$ cat src/rtl/scc_pkg.sv
// Contract
// - Outgoing shift clock mode: base clock is generator tick halved.
// - Incoming shift clock mode: base clock from chosen edge of that clock.
// - UART base clock from generator, system clock, timer match or clock pin.
// - Sixteen base pulses per bit; samples at counts 6, 7, 8; majority wins.
// - Start bit accepted only when at least two of three samples are low.
// - Synchronous input sampled on the selected edge of the shift clock.
// - First-stage shifter hands character to readable buffer, raising receive event.
// - New character with both buffer stages unread sets overrun, drops new data, keeps old.
// - Received ninth bit holds parity in 8-bit mode, data MSB in 9-bit.
// - Nine-bit mode with wakeup raises receive event only when ninth bit set.
// - Transmit counter gives one bit tick per sixteen base pulses.
// - Synchronous output shifted one bit per selected shift clock edge.
// - UART transmission starts at the next bit tick after a write.
// - Handshake on: clear-to-send high holds new frames; transmit event still raised.
// - Held frame starts on bit tick after clear-to-send falls; running frame finishes.
// - Parity only in 7-bit and 8-bit UART modes, even or odd selectable.
// - Parity computed at write, put in bit 7 or ninth bit.
// - Received parity checked in the same cycle as the buffer transfer; mismatch sets parity flag.
// - Stop bit sampled three times; majority low sets framing flag.
// - Ninth-bit modes signal receive and overrun at ninth bit centre, else stop.
// - Clock source codes: 00 timer, 01 generator, 10 system, 11 pin.
// - Mode codes: 00 synchronous, 01 7-bit, 10 8-bit, 11 9-bit.
// - Reading the error flags clears all three at once.
package scc_pkg;
  localparam logic [1:0] SRC_TIMER = 2'h0;
  localparam logic [1:0] SRC_BRG = 2'h1;
  localparam logic [1:0] SRC_SYS = 2'h2;
  localparam logic [1:0] SRC_PIN = 2'h3;
  localparam logic [1:0] MODE_SYNC = 2'h0;
  localparam logic [1:0] MODE_U7 = 2'h1;
  localparam logic [1:0] MODE_U8 = 2'h2;
  localparam logic [1:0] MODE_U9 = 2'h3;
  localparam logic [3:0] SAMPLE_FIRST = 4'h6;
  localparam logic [3:0] SAMPLE_MID = 4'h7;
  localparam logic [3:0] SAMPLE_LAST = 4'h8;
  localparam logic [3:0] TICK_LAST = 4'hF;
  localparam logic [3:0] SYNC_BITS = 4'h8;
  localparam logic [3:0] BUF_DEPTH = 4'h2;
  typedef struct packed {
    logic [1:0] mode;
    logic [1:0] clk_src;
    logic clk_dir_in;
    logic edge_fall;
    logic parity_en;
    logic parity_even;
    logic wakeup_en;
    logic handshake_en;
    logic receive_en;
  } scc_cfg_t;
  typedef struct packed {
    logic [7:0] data;
    logic ninth;
  } scc_word_t;
endpackage

$ cat src/rtl/scc_core.sv
`timescale 1ns/1ns
module scc_core (
  // Clock and reset
  input wire logic CLK_SYS_I,
  input wire logic RST_N_I,
  input wire logic CE_I,
  // Configuration
  input wire scc_pkg::scc_cfg_t CFG_I,
  // Clock sources
  input wire logic BRG_TICK_I,
  input wire logic TIMER_MATCH_I,
  // Transmit write port
  input wire logic TX_VALID_I,
  output logic TX_READY_O,
  input wire logic [7:0] TX_DATA_I,
  input wire logic TX_NINTH_I,
  // Receive read port
  output logic RX_VALID_O,
  input wire logic RX_READY_I,
  output scc_pkg::scc_word_t RX_WORD_O,
  input wire logic FLAGS_READ_I,
  output logic PARITY_FAULT_FLAG_O,
  output logic OVERRUN_FLAG_O,
  output logic FRAMING_FLAG_O,
  // Events
  output logic RECEIVE_IRQ_O,
  output logic TRANSMIT_IRQ_O,
  // Pins
  input wire logic SERIAL_IN_PIN_I,
  output logic SERIAL_OUT_PIN_O,
  input wire logic CTS_N_I,
  input wire logic SHIFT_CLOCK_PIN_I,
  output logic SHIFT_CLOCK_PIN_O,
  output logic SHIFT_CLOCK_PIN_OE_O
);
  // ****************************************
  // Helpers
  // ****************************************
  function automatic logic maj3(input logic [2:0] s);
    return (s[0] & s[1]) | (s[0] & s[2]) | (s[1] & s[2]);
  endfunction
  function automatic logic par7(input logic [6:0] d, input logic even);
    return (^d) ^ ~even;
  endfunction
  // Bits between start and stop: data plus parity or ninth bit
  function automatic logic [3:0] frame_bits(input logic [1:0] m, input logic pe);
    if (m == scc_pkg::MODE_U9) begin
      return 4'h9;
    end
    return (m == scc_pkg::MODE_U7 ? 4'h7 : 4'h8) + {3'h0, pe};
  endfunction

  typedef enum logic [3:0] {
    TX_IDLE = 4'h1,
    TX_ARM = 4'h2,
    TX_SEND = 4'h4,
    TX_HOLD = 4'h8
  } scc_tx_st_t;

  // ****************************************
  // Base clock
  // ****************************************
  logic is_uart;
  logic sck_d_ff, nxt_sck_d;
  logic half_ff, nxt_half;
  logic base;
  logic sync_edge;
  logic sck_rise, sck_fall;
  assign is_uart = CFG_I.mode != scc_pkg::MODE_SYNC;
  assign sck_rise = SHIFT_CLOCK_PIN_I & ~sck_d_ff;
  assign sck_fall = ~SHIFT_CLOCK_PIN_I & sck_d_ff;
  always_comb begin
    nxt_sck_d = SHIFT_CLOCK_PIN_I;
    nxt_half = half_ff;
    if (!CFG_I.clk_dir_in && BRG_TICK_I) begin
      nxt_half = ~half_ff;
    end
    base = 1'b0;
    unique case (CFG_I.clk_src)
      scc_pkg::SRC_TIMER: base = TIMER_MATCH_I;
      scc_pkg::SRC_BRG: base = BRG_TICK_I;
      scc_pkg::SRC_SYS: base = 1'b1;
      scc_pkg::SRC_PIN: base = sck_rise;
    endcase
    // Own clock: shift on the selected half_ff toggle; input clock: selected edge
    if (CFG_I.clk_dir_in) begin
      sync_edge = CFG_I.edge_fall ? sck_fall : sck_rise;
    end else begin
      sync_edge = BRG_TICK_I & (CFG_I.edge_fall ? half_ff : ~half_ff);
    end
  end

  // ****************************************
  // Transmit path
  // ****************************************
  logic [3:0] txc_ff, nxt_txc;
  logic tick;
  scc_tx_st_t tst_ff, nxt_tst;
  logic [9:0] tsh_ff, nxt_tsh;
  logic [3:0] tbits_ff, nxt_tbits;
  logic tout_ff, nxt_tout;
  logic tirq_ff, nxt_tirq;
  logic tbusy;
  logic tninth;
  logic [7:0] tdata;
  assign tick = base && txc_ff == scc_pkg::TICK_LAST;
  // One-hot code: bit 0 is the idle state flip-flop itself
  assign TX_READY_O = tst_ff[0];
  always_comb begin
    tdata = TX_DATA_I;
    tninth = TX_NINTH_I;
    if (CFG_I.parity_en && CFG_I.mode == scc_pkg::MODE_U7) begin
      tdata[7] = par7(TX_DATA_I[6:0], CFG_I.parity_even);
    end
    if (CFG_I.parity_en && CFG_I.mode == scc_pkg::MODE_U8) begin
      tninth = ~((^TX_DATA_I) ^ CFG_I.parity_even);
    end
    nxt_txc = base && is_uart ? txc_ff + 4'h1 : txc_ff;
    nxt_tst = tst_ff;
    nxt_tsh = tsh_ff;
    nxt_tbits = tbits_ff;
    nxt_tout = tout_ff;
    nxt_tirq = 1'b0;
    unique case (tst_ff)
      TX_IDLE: begin
        if (TX_VALID_I) begin
          nxt_tsh = {1'b0, tninth, tdata};
          nxt_tbits = is_uart ? frame_bits(CFG_I.mode, CFG_I.parity_en) : scc_pkg::SYNC_BITS;
          nxt_tst = TX_ARM;
        end
      end
      TX_ARM: begin
        if (CFG_I.handshake_en && CTS_N_I) begin
          nxt_tst = TX_HOLD;
        end else if (!is_uart) begin
          nxt_tst = TX_SEND;
        end else if (tick) begin
          nxt_tout = 1'b0;
          nxt_tst = TX_SEND;
        end
      end
      TX_HOLD: begin
        if (!CTS_N_I && tick) begin
          nxt_tout = 1'b0;
          nxt_tst = TX_SEND;
        end
      end
      TX_SEND: begin
        if (is_uart ? tick : sync_edge) begin
          if (tbits_ff == 4'h0) begin
            nxt_tout = 1'b1;
            nxt_tirq = 1'b1;
            nxt_tst = TX_IDLE;
          end else begin
            nxt_tout = tsh_ff[0];
            nxt_tsh = {1'b1, tsh_ff[9:1]};
            nxt_tbits = tbits_ff - 4'h1;
          end
        end
      end
      default: nxt_tst = TX_IDLE;
    endcase
  end

  // ****************************************
  // Receive path
  // ****************************************
  logic [3:0] rxc_ff, nxt_rxc;
  logic [2:0] smp_ff, nxt_smp;
  logic ract_ff, nxt_ract;
  logic [3:0] ridx_ff, nxt_ridx;
  logic [8:0] rsh_ff, nxt_rsh;
  logic [3:0] rlast;
  logic bitv;
  logic push;
  scc_pkg::scc_word_t pword;
  logic pe_ff, nxt_pe, oe_ff, nxt_oe, fe_ff, nxt_fe, rirq_ff, nxt_rirq;
  scc_pkg::scc_word_t buf_ff [2];
  scc_pkg::scc_word_t nxt_buf [2];
  logic [1:0] cnt_ff, nxt_cnt;
  logic pop;
  logic ninth_mode;
  assign ninth_mode = CFG_I.mode == scc_pkg::MODE_U9 ||
    (CFG_I.mode == scc_pkg::MODE_U8 && CFG_I.parity_en);
  assign bitv = maj3({smp_ff[1:0], SERIAL_IN_PIN_I});
  assign pop = RX_READY_I && cnt_ff != 2'h0;
  always_comb begin
    rlast = frame_bits(CFG_I.mode, CFG_I.parity_en);
    nxt_rxc = rxc_ff;
    nxt_smp = smp_ff;
    nxt_ract = ract_ff;
    nxt_ridx = ridx_ff;
    nxt_rsh = rsh_ff;
    nxt_pe = pe_ff;
    nxt_oe = oe_ff;
    nxt_fe = fe_ff;
    if (FLAGS_READ_I) begin
      nxt_pe = 1'b0;
      nxt_oe = 1'b0;
      nxt_fe = 1'b0;
    end
    nxt_rirq = 1'b0;
    push = 1'b0;
    pword = '{data: rsh_ff[7:0], ninth: rsh_ff[8]};
    if (!CFG_I.receive_en) begin
      nxt_ract = 1'b0;
      nxt_rxc = 4'h0;
    end else if (!is_uart) begin
      if (sync_edge) begin
        nxt_rsh = {1'b0, SERIAL_IN_PIN_I, rsh_ff[7:1]};
        nxt_ridx = ridx_ff + 4'h1;
        if (ridx_ff == scc_pkg::SYNC_BITS - 4'h1) begin
          nxt_ridx = 4'h0;
          push = 1'b1;
          pword = '{data: {SERIAL_IN_PIN_I, rsh_ff[7:1]}, ninth: 1'b0};
        end
      end
    end else if (base) begin
      nxt_rxc = rxc_ff + 4'h1;
      if (!ract_ff && SERIAL_IN_PIN_I && rxc_ff < scc_pkg::SAMPLE_FIRST) begin
        nxt_rxc = 4'h0;
      end
      if (rxc_ff >= scc_pkg::SAMPLE_FIRST && rxc_ff <= scc_pkg::SAMPLE_LAST) begin
        nxt_smp = {smp_ff[1:0], SERIAL_IN_PIN_I};
      end
      if (rxc_ff == scc_pkg::SAMPLE_LAST) begin
        if (!ract_ff) begin
          if (!bitv) begin
            nxt_ract = 1'b1;
            nxt_ridx = 4'h0;
          end else begin
            nxt_rxc = 4'h0;
          end
        end else if (ridx_ff == rlast) begin
          nxt_ract = 1'b0;
          if (!bitv) begin
            nxt_fe = 1'b1;
          end
          if (!ninth_mode) begin
            push = 1'b1;
          end
        end else begin
          nxt_ridx = ridx_ff + 4'h1;
          nxt_rsh[ridx_ff] = bitv;
          if (CFG_I.mode == scc_pkg::MODE_U8 && ridx_ff == 4'h8) begin
            nxt_rsh[8] = bitv;
          end
          if (CFG_I.mode == scc_pkg::MODE_U7) begin
            nxt_rsh[8] = 1'b0;
          end
          if (ninth_mode && ridx_ff == rlast - 4'h1) begin
            push = 1'b1;
            pword = '{data: nxt_rsh[7:0], ninth: bitv};
          end
        end
      end
    end
    nxt_buf = buf_ff;
    nxt_cnt = cnt_ff;
    if (pop) begin
      nxt_buf[0] = buf_ff[1];
      nxt_cnt = cnt_ff - 2'h1;
    end
    if (push) begin
      // Second stage full: keep old word, drop new one
      if (nxt_cnt == 2'(scc_pkg::BUF_DEPTH)) begin
        nxt_oe = 1'b1;
      end else begin
        nxt_buf[nxt_cnt[0]] = pword;
        nxt_cnt = nxt_cnt + 2'h1;
        nxt_rirq = !(CFG_I.mode == scc_pkg::MODE_U9 && CFG_I.wakeup_en && !pword.ninth);
        if (CFG_I.parity_en && CFG_I.mode == scc_pkg::MODE_U7 &&
            pword.data[7] != par7(pword.data[6:0], CFG_I.parity_even)) begin
          nxt_pe = 1'b1;
        end
        if (CFG_I.parity_en && CFG_I.mode == scc_pkg::MODE_U8 &&
            pword.ninth != ~((^pword.data) ^ CFG_I.parity_even)) begin
          nxt_pe = 1'b1;
        end
      end
    end
  end

  // ****************************************
  // Registers
  // ****************************************
  always_ff @(posedge CLK_SYS_I or negedge RST_N_I) begin
    if (!RST_N_I) begin
      sck_d_ff <= 1'b1;
      half_ff <= 1'b0;
      txc_ff <= 4'h0;
      tst_ff <= TX_IDLE;
      tsh_ff <= 10'h3FF;
      tbits_ff <= 4'h0;
      tout_ff <= 1'b1;
      tirq_ff <= 1'b0;
      rxc_ff <= 4'h0;
      smp_ff <= 3'h7;
      ract_ff <= 1'b0;
      ridx_ff <= 4'h0;
      rsh_ff <= 9'h000;
      pe_ff <= 1'b0;
      oe_ff <= 1'b0;
      fe_ff <= 1'b0;
      rirq_ff <= 1'b0;
      buf_ff[0] <= '0;
      buf_ff[1] <= '0;
      cnt_ff <= 2'h0;
    end else if (CE_I) begin
      sck_d_ff <= nxt_sck_d;
      half_ff <= nxt_half;
      txc_ff <= nxt_txc;
      tst_ff <= nxt_tst;
      tsh_ff <= nxt_tsh;
      tbits_ff <= nxt_tbits;
      tout_ff <= nxt_tout;
      tirq_ff <= nxt_tirq;
      rxc_ff <= nxt_rxc;
      smp_ff <= nxt_smp;
      ract_ff <= nxt_ract;
      ridx_ff <= nxt_ridx;
      rsh_ff <= nxt_rsh;
      pe_ff <= nxt_pe;
      oe_ff <= nxt_oe;
      fe_ff <= nxt_fe;
      rirq_ff <= nxt_rirq;
      buf_ff <= nxt_buf;
      cnt_ff <= nxt_cnt;
    end
  end

  assign SERIAL_OUT_PIN_O = tout_ff;
  assign SHIFT_CLOCK_PIN_O = half_ff;
  assign SHIFT_CLOCK_PIN_OE_O = 1'b0 | (!is_uart && !CFG_I.clk_dir_in);
  assign RX_VALID_O = cnt_ff != 2'h0;
  assign RX_WORD_O = buf_ff[0];
  assign PARITY_FAULT_FLAG_O = pe_ff;
  assign OVERRUN_FLAG_O = oe_ff;
  assign FRAMING_FLAG_O = fe_ff;
  assign RECEIVE_IRQ_O = rirq_ff;
  assign TRANSMIT_IRQ_O = tirq_ff;
  assign tbusy = tst_ff != TX_IDLE;

  // ****************************************
  // Checks
  // ****************************************
  AST_OVR_KEEPS: assert property (@(posedge CLK_SYS_I) disable iff (!RST_N_I)
    CE_I && push && cnt_ff == 2'h2 && !pop |=> OVERRUN_FLAG_O && cnt_ff == 2'h2)
    else $error("overrun not flagged");
  AST_FLAG_CLR: assert property (@(posedge CLK_SYS_I) disable iff (!RST_N_I)
    CE_I && FLAGS_READ_I && !push && !(ract_ff && rxc_ff == scc_pkg::SAMPLE_LAST)
    |=> !PARITY_FAULT_FLAG_O && !FRAMING_FLAG_O && !OVERRUN_FLAG_O)
    else $error("flags not cleared");
  AST_TX_DONE: assert property (@(posedge CLK_SYS_I) disable iff (!RST_N_I)
    TRANSMIT_IRQ_O |-> SERIAL_OUT_PIN_O && !tbusy)
    else $error("transmit event without idle line");
  AST_HOLD: assert property (@(posedge CLK_SYS_I) disable iff (!RST_N_I)
    tst_ff == TX_HOLD && CTS_N_I |=> tst_ff == TX_HOLD || !CE_I)
    else $error("held frame started");
  AST_WAKE: assert property (@(posedge CLK_SYS_I) disable iff (!RST_N_I)
    CE_I && push && CFG_I.mode == scc_pkg::MODE_U9 && CFG_I.wakeup_en && !pword.ninth
    |=> !RECEIVE_IRQ_O)
    else $error("wakeup filter failed");
  AST_START: assert property (@(posedge CLK_SYS_I) disable iff (!RST_N_I)
    CE_I && $rose(ract_ff) |-> $past(rxc_ff) == scc_pkg::SAMPLE_LAST && !$past(bitv))
    else $error("start accepted without low majority");
  AST_RXIRQ: assert property (@(posedge CLK_SYS_I) disable iff (!RST_N_I)
    RECEIVE_IRQ_O |-> RX_VALID_O)
    else $error("receive event with empty buffer");
  AST_IDLE_HI: assert property (@(posedge CLK_SYS_I) disable iff (!RST_N_I)
    tst_ff == TX_IDLE && $past(tst_ff) == TX_IDLE |-> SERIAL_OUT_PIN_O)
    else $error("line not idle high");
endmodule // scc_core

$ cat config.mk
export PLATFORM = sky130hd
export DESIGN_NAME = scc_core
export DESIGN_NICKNAME = d
export VERILOG_FILES = /design/src/rtl/scc_pkg.sv /design/src/rtl/scc_core.sv
export SDC_FILE = /design/constraint.sdc
export NUM_CORES = 1
export LEC_CHECK = 0
export ABC_CLOCK_PERIOD_IN_PS = 3600
export BUFFER_PORTS_ARGS = -buffer_cell sky130_fd_sc_hd__buf_2
export CAP_MARGIN = 20
export CORE_MARGIN = 1.5
export CORE_UTILIZATION = 30
export DETAILED_ROUTE_END_ITERATION = 8
export GPL_TIMING_DRIVEN = 1
export PLACE_DENSITY = 0.48
export REMOVE_ABC_BUFFERS = 1
export SLEW_MARGIN = 15
export SYNTH_ARGS = -nofsm -noshare
export SYNTH_HDL_FRONTEND = slang
export SYNTH_SLANG_ARGS = --single-unit
$ cat constraint.sdc
create_clock -name CLK_SYS_I -period 3.6 [get_ports CLK_SYS_I]
set_input_delay 0.54 -clock CLK_SYS_I [delete_from_list [all_inputs] [get_ports CLK_SYS_I]]
set_output_delay 0.54 -clock CLK_SYS_I [all_outputs]
set_load 0.01 [all_outputs]
After elaboration in Yosys (flattened, before gate mapping). Index checks and enable logic that the tools add are counted.

Register bits: 70.

Mux-type cells: 120. Bitwise operators: 20. Eq/ne operators: 37. Add/subtract/negate cells: 8. $lt $le $gt $ge: 7. Reductions and logical operators: 49.

Operators with widths (number): two-way mux 9 bit (17); two-way mux 4 bit (30); two-way mux 1 bit (56); two-way mux 18 bit (2); two-way mux 10 bit (3); AND reduction 7 bit (3); logical AND 1 bit (20); case mux 10 bit (2 select lines) (1); bitwise mux 18 bit (1); inequality test 2 bit (second input constant) (9); equality test 4 bit (second input constant) (4); case mux 4 bit (4 select lines) (1); parity 8 bit (2); parity 7 bit (2); adder 4 x 1 -> 4 bit (second input constant) (3); inequality test 2 x 1 -> 1 bit (second input constant) (6); equality test 2 bit (second input constant) (5); AND reduction 5 bit (2); bitwise mux 9 bit (1); demux 9 bit (select 1 bit) (1); equality test 4 x 3 -> 1 bit (second input constant) (2); equality test 4 bit (2); case mux 4 bit (2 select lines) (1); nonzero test 2 bit (4); other kinds (35) (63).

Depth between registers and ports, before layout.
Depth after elaboration: 22. Mapped depth: 14. Gate-level depth less buffers: 13.

Least setup slack after synthesis. Ideal clock, no wire load.

Kind: input -> register. From: in CFG_I[9] (netlist name). To: reg ridx_ff[2]. Library setup time: 0.118 ns. Stages on the path: 13. Data required time: 3.482 ns. Arrival time: 2.815 ns. Setup slack: 0.667 ns. Buffers on the path: 2. Cell sequence: buf_2 -> inv_1 -> nor2_1 -> ha_1 -> xor2_1 -> a32o_1 -> a32oi_1 -> a21oi_1 -> o21a_1 -> or2_2 -> clkbuf_1 -> o21bai_1 -> a21o_1.

Longest elaborated chain between the ends: 7.

Ends and longest elaborated chain: start: declaration (line scc_core.sv:8) `input wire scc_pkg::scc_cfg_t CFG_I,`; equality test 2 x 1 -> 1 bit (line scc_core.sv:50) `return (m == scc_pkg::MODE_U7 ? 4'h7 : 4'h8) + {3'h0, pe};`; two-way mux 4 bit (line scc_core.sv:50); adder 4 x 1 -> 4 bit (line scc_core.sv:50); two-way mux 4 bit (line scc_core.sv:50); equality test 4 bit (line scc_core.sv:234) `end else if (ridx_ff == rlast) begin`; inequality test 3 bit (no source line); AND reduction 7 bit (no source line); end signal: assignment (line scc_core.sv:321) `ridx_ff <= nxt_ridx;`; end: declaration (line scc_core.sv:171) `logic [3:0] ridx_ff, nxt_ridx;`.

Several ways; a longest one is shown, not always the timed one. A chain may end at the register's enable or synchronous reset.

Worst setup path in the final report.
From: reg ridx_ff[1]. To: reg pe_ff (netlist: PARITY_FAULT_FLAG_O).

Longest elaborated chain between the ends: 20.

Ends and longest elaborated chain: < comparator 4 x 5 -> 1 bit (implied by the code) / >= comparator 4 x 1 -> 1 bit (equally long branches) (line scc_core.sv:244) `nxt_rsh[ridx_ff] = bitv;`; logical AND 1 bit (implied by the code) (line scc_core.sv:244); two-way mux 1 bit (implied by the code) (line scc_core.sv:244); demux 1 bit (select 4 bit) (line scc_core.sv:244); bitwise mux 9 bit (line scc_core.sv:244); two-way mux 9 bit (line scc_core.sv:251) `if (ninth_mode && ridx_ff == rlast - 4'h1) begin`; two-way mux 9 bit (line scc_core.sv:234); two-way mux 9 bit (line scc_core.sv:227) `if (!ract_ff) begin`; [... 4 more ...]; parity 7 bit / parity 8 bit (equally long branches) (line scc_core.sv:43, scc_core.sv:277); bitwise XOR 1 bit, on equally long branches (line scc_core.sv:43, scc_core.sv:277); inequality test 1 bit / NOT 1 bit (equally long branches) (line scc_core.sv:273, scc_core.sv:277); logical AND 1 bit / inequality test 1 bit (equally long branches) (line scc_core.sv:272, scc_core.sv:277); two-way mux 1 bit / logical AND 1 bit (equally long branches) (line scc_core.sv:272, scc_core.sv:276); two-way mux 1 bit (line scc_core.sv:276) `if (CFG_I.parity_en && CFG_I.mode == scc_pkg::MODE_U8 &&`; two-way mux 1 bit (line scc_core.sv:266) `if (nxt_cnt == 2'(scc_pkg::BUF_DEPTH)) begin`; two-way mux 1 bit (*) (line scc_core.sv:264) `if (push) begin`; end signal: assignment (line scc_core.sv:323) `pe_ff <= nxt_pe;`; end: declaration (line scc_core.sv:177) `logic pe_ff, nxt_pe, oe_ff, nxt_oe, fe_ff, nxt_fe, rirq_ff, nxt_rirq;`.

Mark *: on every way between the ends. The rest lies on a longest branch, timed or not.

==> flow_summary_export.csv <==
group,metric,value,unit
logic_synthesis,post_synth_num_cell_types,67,
placed_design,port_buffers,49,
pwr,ir_drop,0.255,mV
floorplanning,initial_core_util,30.5,%
placed_design,placed_area,5010,um^2
logic_synthesis,synth_compound_area_share,22.9,%
pwr,p_per_area,667,nW/um^2
logic_synthesis,ys.flop_type,"dfrtp_1",
detailed_routing,drtAntennaViolNets,0,
critical_path,critPathCaptureType,"flip-flop",
logic_synthesis,synth_top_area_share,29.9,%
run,maxCapViolations,0,
timing,relSlewSlack,55.1,%
critical_path,cp_max_fo,7,
logic_synthesis,postSynthAreaPerCell,8.58,um^2
pwr,total_power,3.56,mW
logic_synthesis,synth_top_area_cell,"dfrtp_1",
timing,tns,0,ns
cts,ctsResizeCount,0,
global_routing,grt-ovfl-total,0,
critical_path,r2r_setup_slack,0.55,ns
logic_synthesis,yosysMostFrequentCell,"nand2_1",
logic_synthesis,synth_top_family_by_area,"compound AO/OA/AOI/OAI gates",
cts,postCtsHoldBufs,0,
critical_path,crit_path_cell_trace,"ha_1 -> and3b_1 -> nand3_4 -> or4_4 -> a21o_1 -> a211oi_2 -> nor3_1 -> o21a_1 -> or2_0 -> o211ai_1",
pwr,leakage,2.41,nW
critical_path,r2r-end,"PARITY_FAULT_FLAG_O",
cts,htreeDepth,3,
timing,period_needed,3.05,ns
floorplanning,die_h,127,um
placed_design,gp_congestion,0.793,
timing,fmax,328,MHz
detailed_routing,vias_per_cell,5.10,
critical_path,crit_cells,10,
global_routing,grt_pass1_vias,3870,
logic_synthesis,async_flop_share,100,%
global_routing,grt_max_degree,59,
critical_path,crit_slowest_cell,"or4_4",
logic_synthesis,synth_common_cells,"69 x nand2_1, 68 x o21ai_0, 55 x dfrtp_1",
logic_synthesis,ys_seq_area_share,38.5,%
logic_synthesis,yosys.area_share.simple,20.5,%
critical_path,critPathKind,"reg -> reg",
timing,rsz0062_at_grt,"false",
logic_synthesis,muxShareOfSynthArea,5.19,%
logic_synthesis,synth_seq_cells,70,
critical_path,start_kind,"flip-flop",
timing,finClkSkew,0.00692,ns
critical_path,startpoint,"ridx_ff[1]",
cts,clockBufferDepth,2,
detailed_routing,via_count,3899,
timing,report.final.slew_viol_count,0,
cts,root_buffer,"clkbuf_16",
timing,final-hold-violation-count,0,
finish,drive_gt1_share,19.6,%
worst_hold_path,hp-class,"in -> async",
cts,insertion_delay,0.34,ns
finish,n_antenna_cell,0,
placed_design,dp_hpwl,8270,um
logic_synthesis,synth-xor-area-share,3.43,%
floorplanning,ios,50,
logic_synthesis,ys_warn_count,0,
global_routing,grt_pass1_wl,18900,um
detailed_routing,drtPass1Iterations,5,
detailed_routing,drt_iter0_drc,163,
critical_path,reg2reg_depth,10,
critical_path,cp_num_buf_inv,0,
logic_synthesis,synth_area_leaders,"dfrtp_1 30%, dfstp_2 8.6%, o21ai_0 7.4%, nand2_1 5.6%, a21oi_1 3.7%",
critical_path,crit_path_max_incr_delay,0.51,ns
detailed_routing,routed_wl,11200,um
cts,cts_tree,"built",
critical_path,cp.arrival,3.31,ns
critical_path,critPathTopFamily,"simple AND/OR/NAND/NOR gates",
floorplanning,rows,45,
floorplanning,die_x,127,um
detailed_routing,drc,0,
cts,cts.clk_slew.worst_paths,0.06,ns
timing,finalSetupViolations,0,
finish,design_area,5330,um^2
logic_synthesis,synth_area,4600,um^2
global_routing,grt_use_total,14.8,%
floorplanning,core_area,15100,um^2
detailed_routing,wl_per_cell,14.6,um
critical_path,crit_required,3.86,ns
cts,cts_buffers,9,
cts,numClockSinks,70,
critical_path,crit_path_end,"PARITY_FAULT_FLAG_O",
critical_path,rr_startpoint,"ridx_ff[1]",
timing,worst_pin_slew,0.667,ns
logic_synthesis,synthCells,536,
timing,timing.final.crit_share,84.6,%
outcome,run_status,"complete, no violations",
finish,synthToLayoutAreaGrowth,15.9,%
global_routing,antenna_found_initial,0,
floorplanning,dieArea,16100,um^2
finish,nFillCells,1563,
cts,post_cts_buffers,0,
logic_synthesis,synth_fa_ha_area_share,3.54,%
logic_synthesis,synth_edf_count,0,
finish,fin_nets,616,
-- final cells by class --
type	count	area [um^2]	area share, %
clock buffer	12	256	4.81
timing repair buffer	62	355	6.66
multi-input combinational	407	2560	48.1
tap	188	235	4.41
inverter	22	82.6	1.55
sequential	70	1770	33.2
clock inverter	4	68.8	1.29
-- state kept, by name, indices dropped and copies added (netlist names), 2 cells and up --
name       cells
smp_ff         2
ridx_ff        4
RX_WORD_O      9
rxc_ff         4
rsh_ff         9
tbits_ff       4
cnt_ff         2
tst_ff         4
buf_ff         9
tsh_ff        10
txc_ff         4
-- how the worst min path moves through the flow --
stage,endpoint,cells after the start
6_report,RX_WORD_O[7],1
5_1_grt,RX_WORD_O[7],1
4_1_cts,RX_WORD_O[4],1
3_5_place_dp,RX_WORD_O[4],1
3_3_place_gp,RX_WORD_O[4],1
2_1_floorplan,FRAMING_FLAG_O,0
-- metal layers --
metal	vias to the layer above	routed length (um)	global-route usage, %
li1	1977	-	-
met1	1845	5310	18.7
met2	62	5260	24.8
met3	15	380	3.08
met4	0	201	5.61
met5	-	0	0
-- through the flow --
stage	hold WS (ns)	util (%)	instances	worst slack, ns
after floorplan	0.244	-	499	0.598
after global routing	0.107	35.3	765	0.331
after global placement	0.449	33.2	749	0.440
after detailed placement	0.451	33.2	749	0.354
after CTS	0.0869	35.3	765	0.531
final	0.0813	35.3	765	0.554
-- logic make-up (layout without fill, tap and decap cells) --
| logic type | count (synthesis) | in the layout |
|---|---|---|
| AOI/OAI and AO/OA | 166 | 166 |
| buffers and inverters | 59 | 100 |
| muxes | 23 | 23 |
| xor gates and xnor gates | 18 | 18 |
| and+or+nand+nor | 187 | 187 |
| DFF | 70 | 70 |
| adders and majority gates | 13 | 13 |
-- cells in the final DEF (no fill, tap or decap), drive strengths merged, types with 11 or more instances in the layout --
cell type,count
a21oi,34
buf,62
clkbuf,12
dfrtp,55
dfstp,15
ha,13
inv,22
mux2i,16
nand2,69
nand3,17
nor2,36
nor3,11
o21ai,69
xnor2,14
-- power breakdown --
group,switching (mW),internal (mW)
Combinational,0.694,0.547
Sequential,0.251,1.08
Clock,0.338,0.641
Total,1.28,2.27
Power figures use the tool's default switching activity.
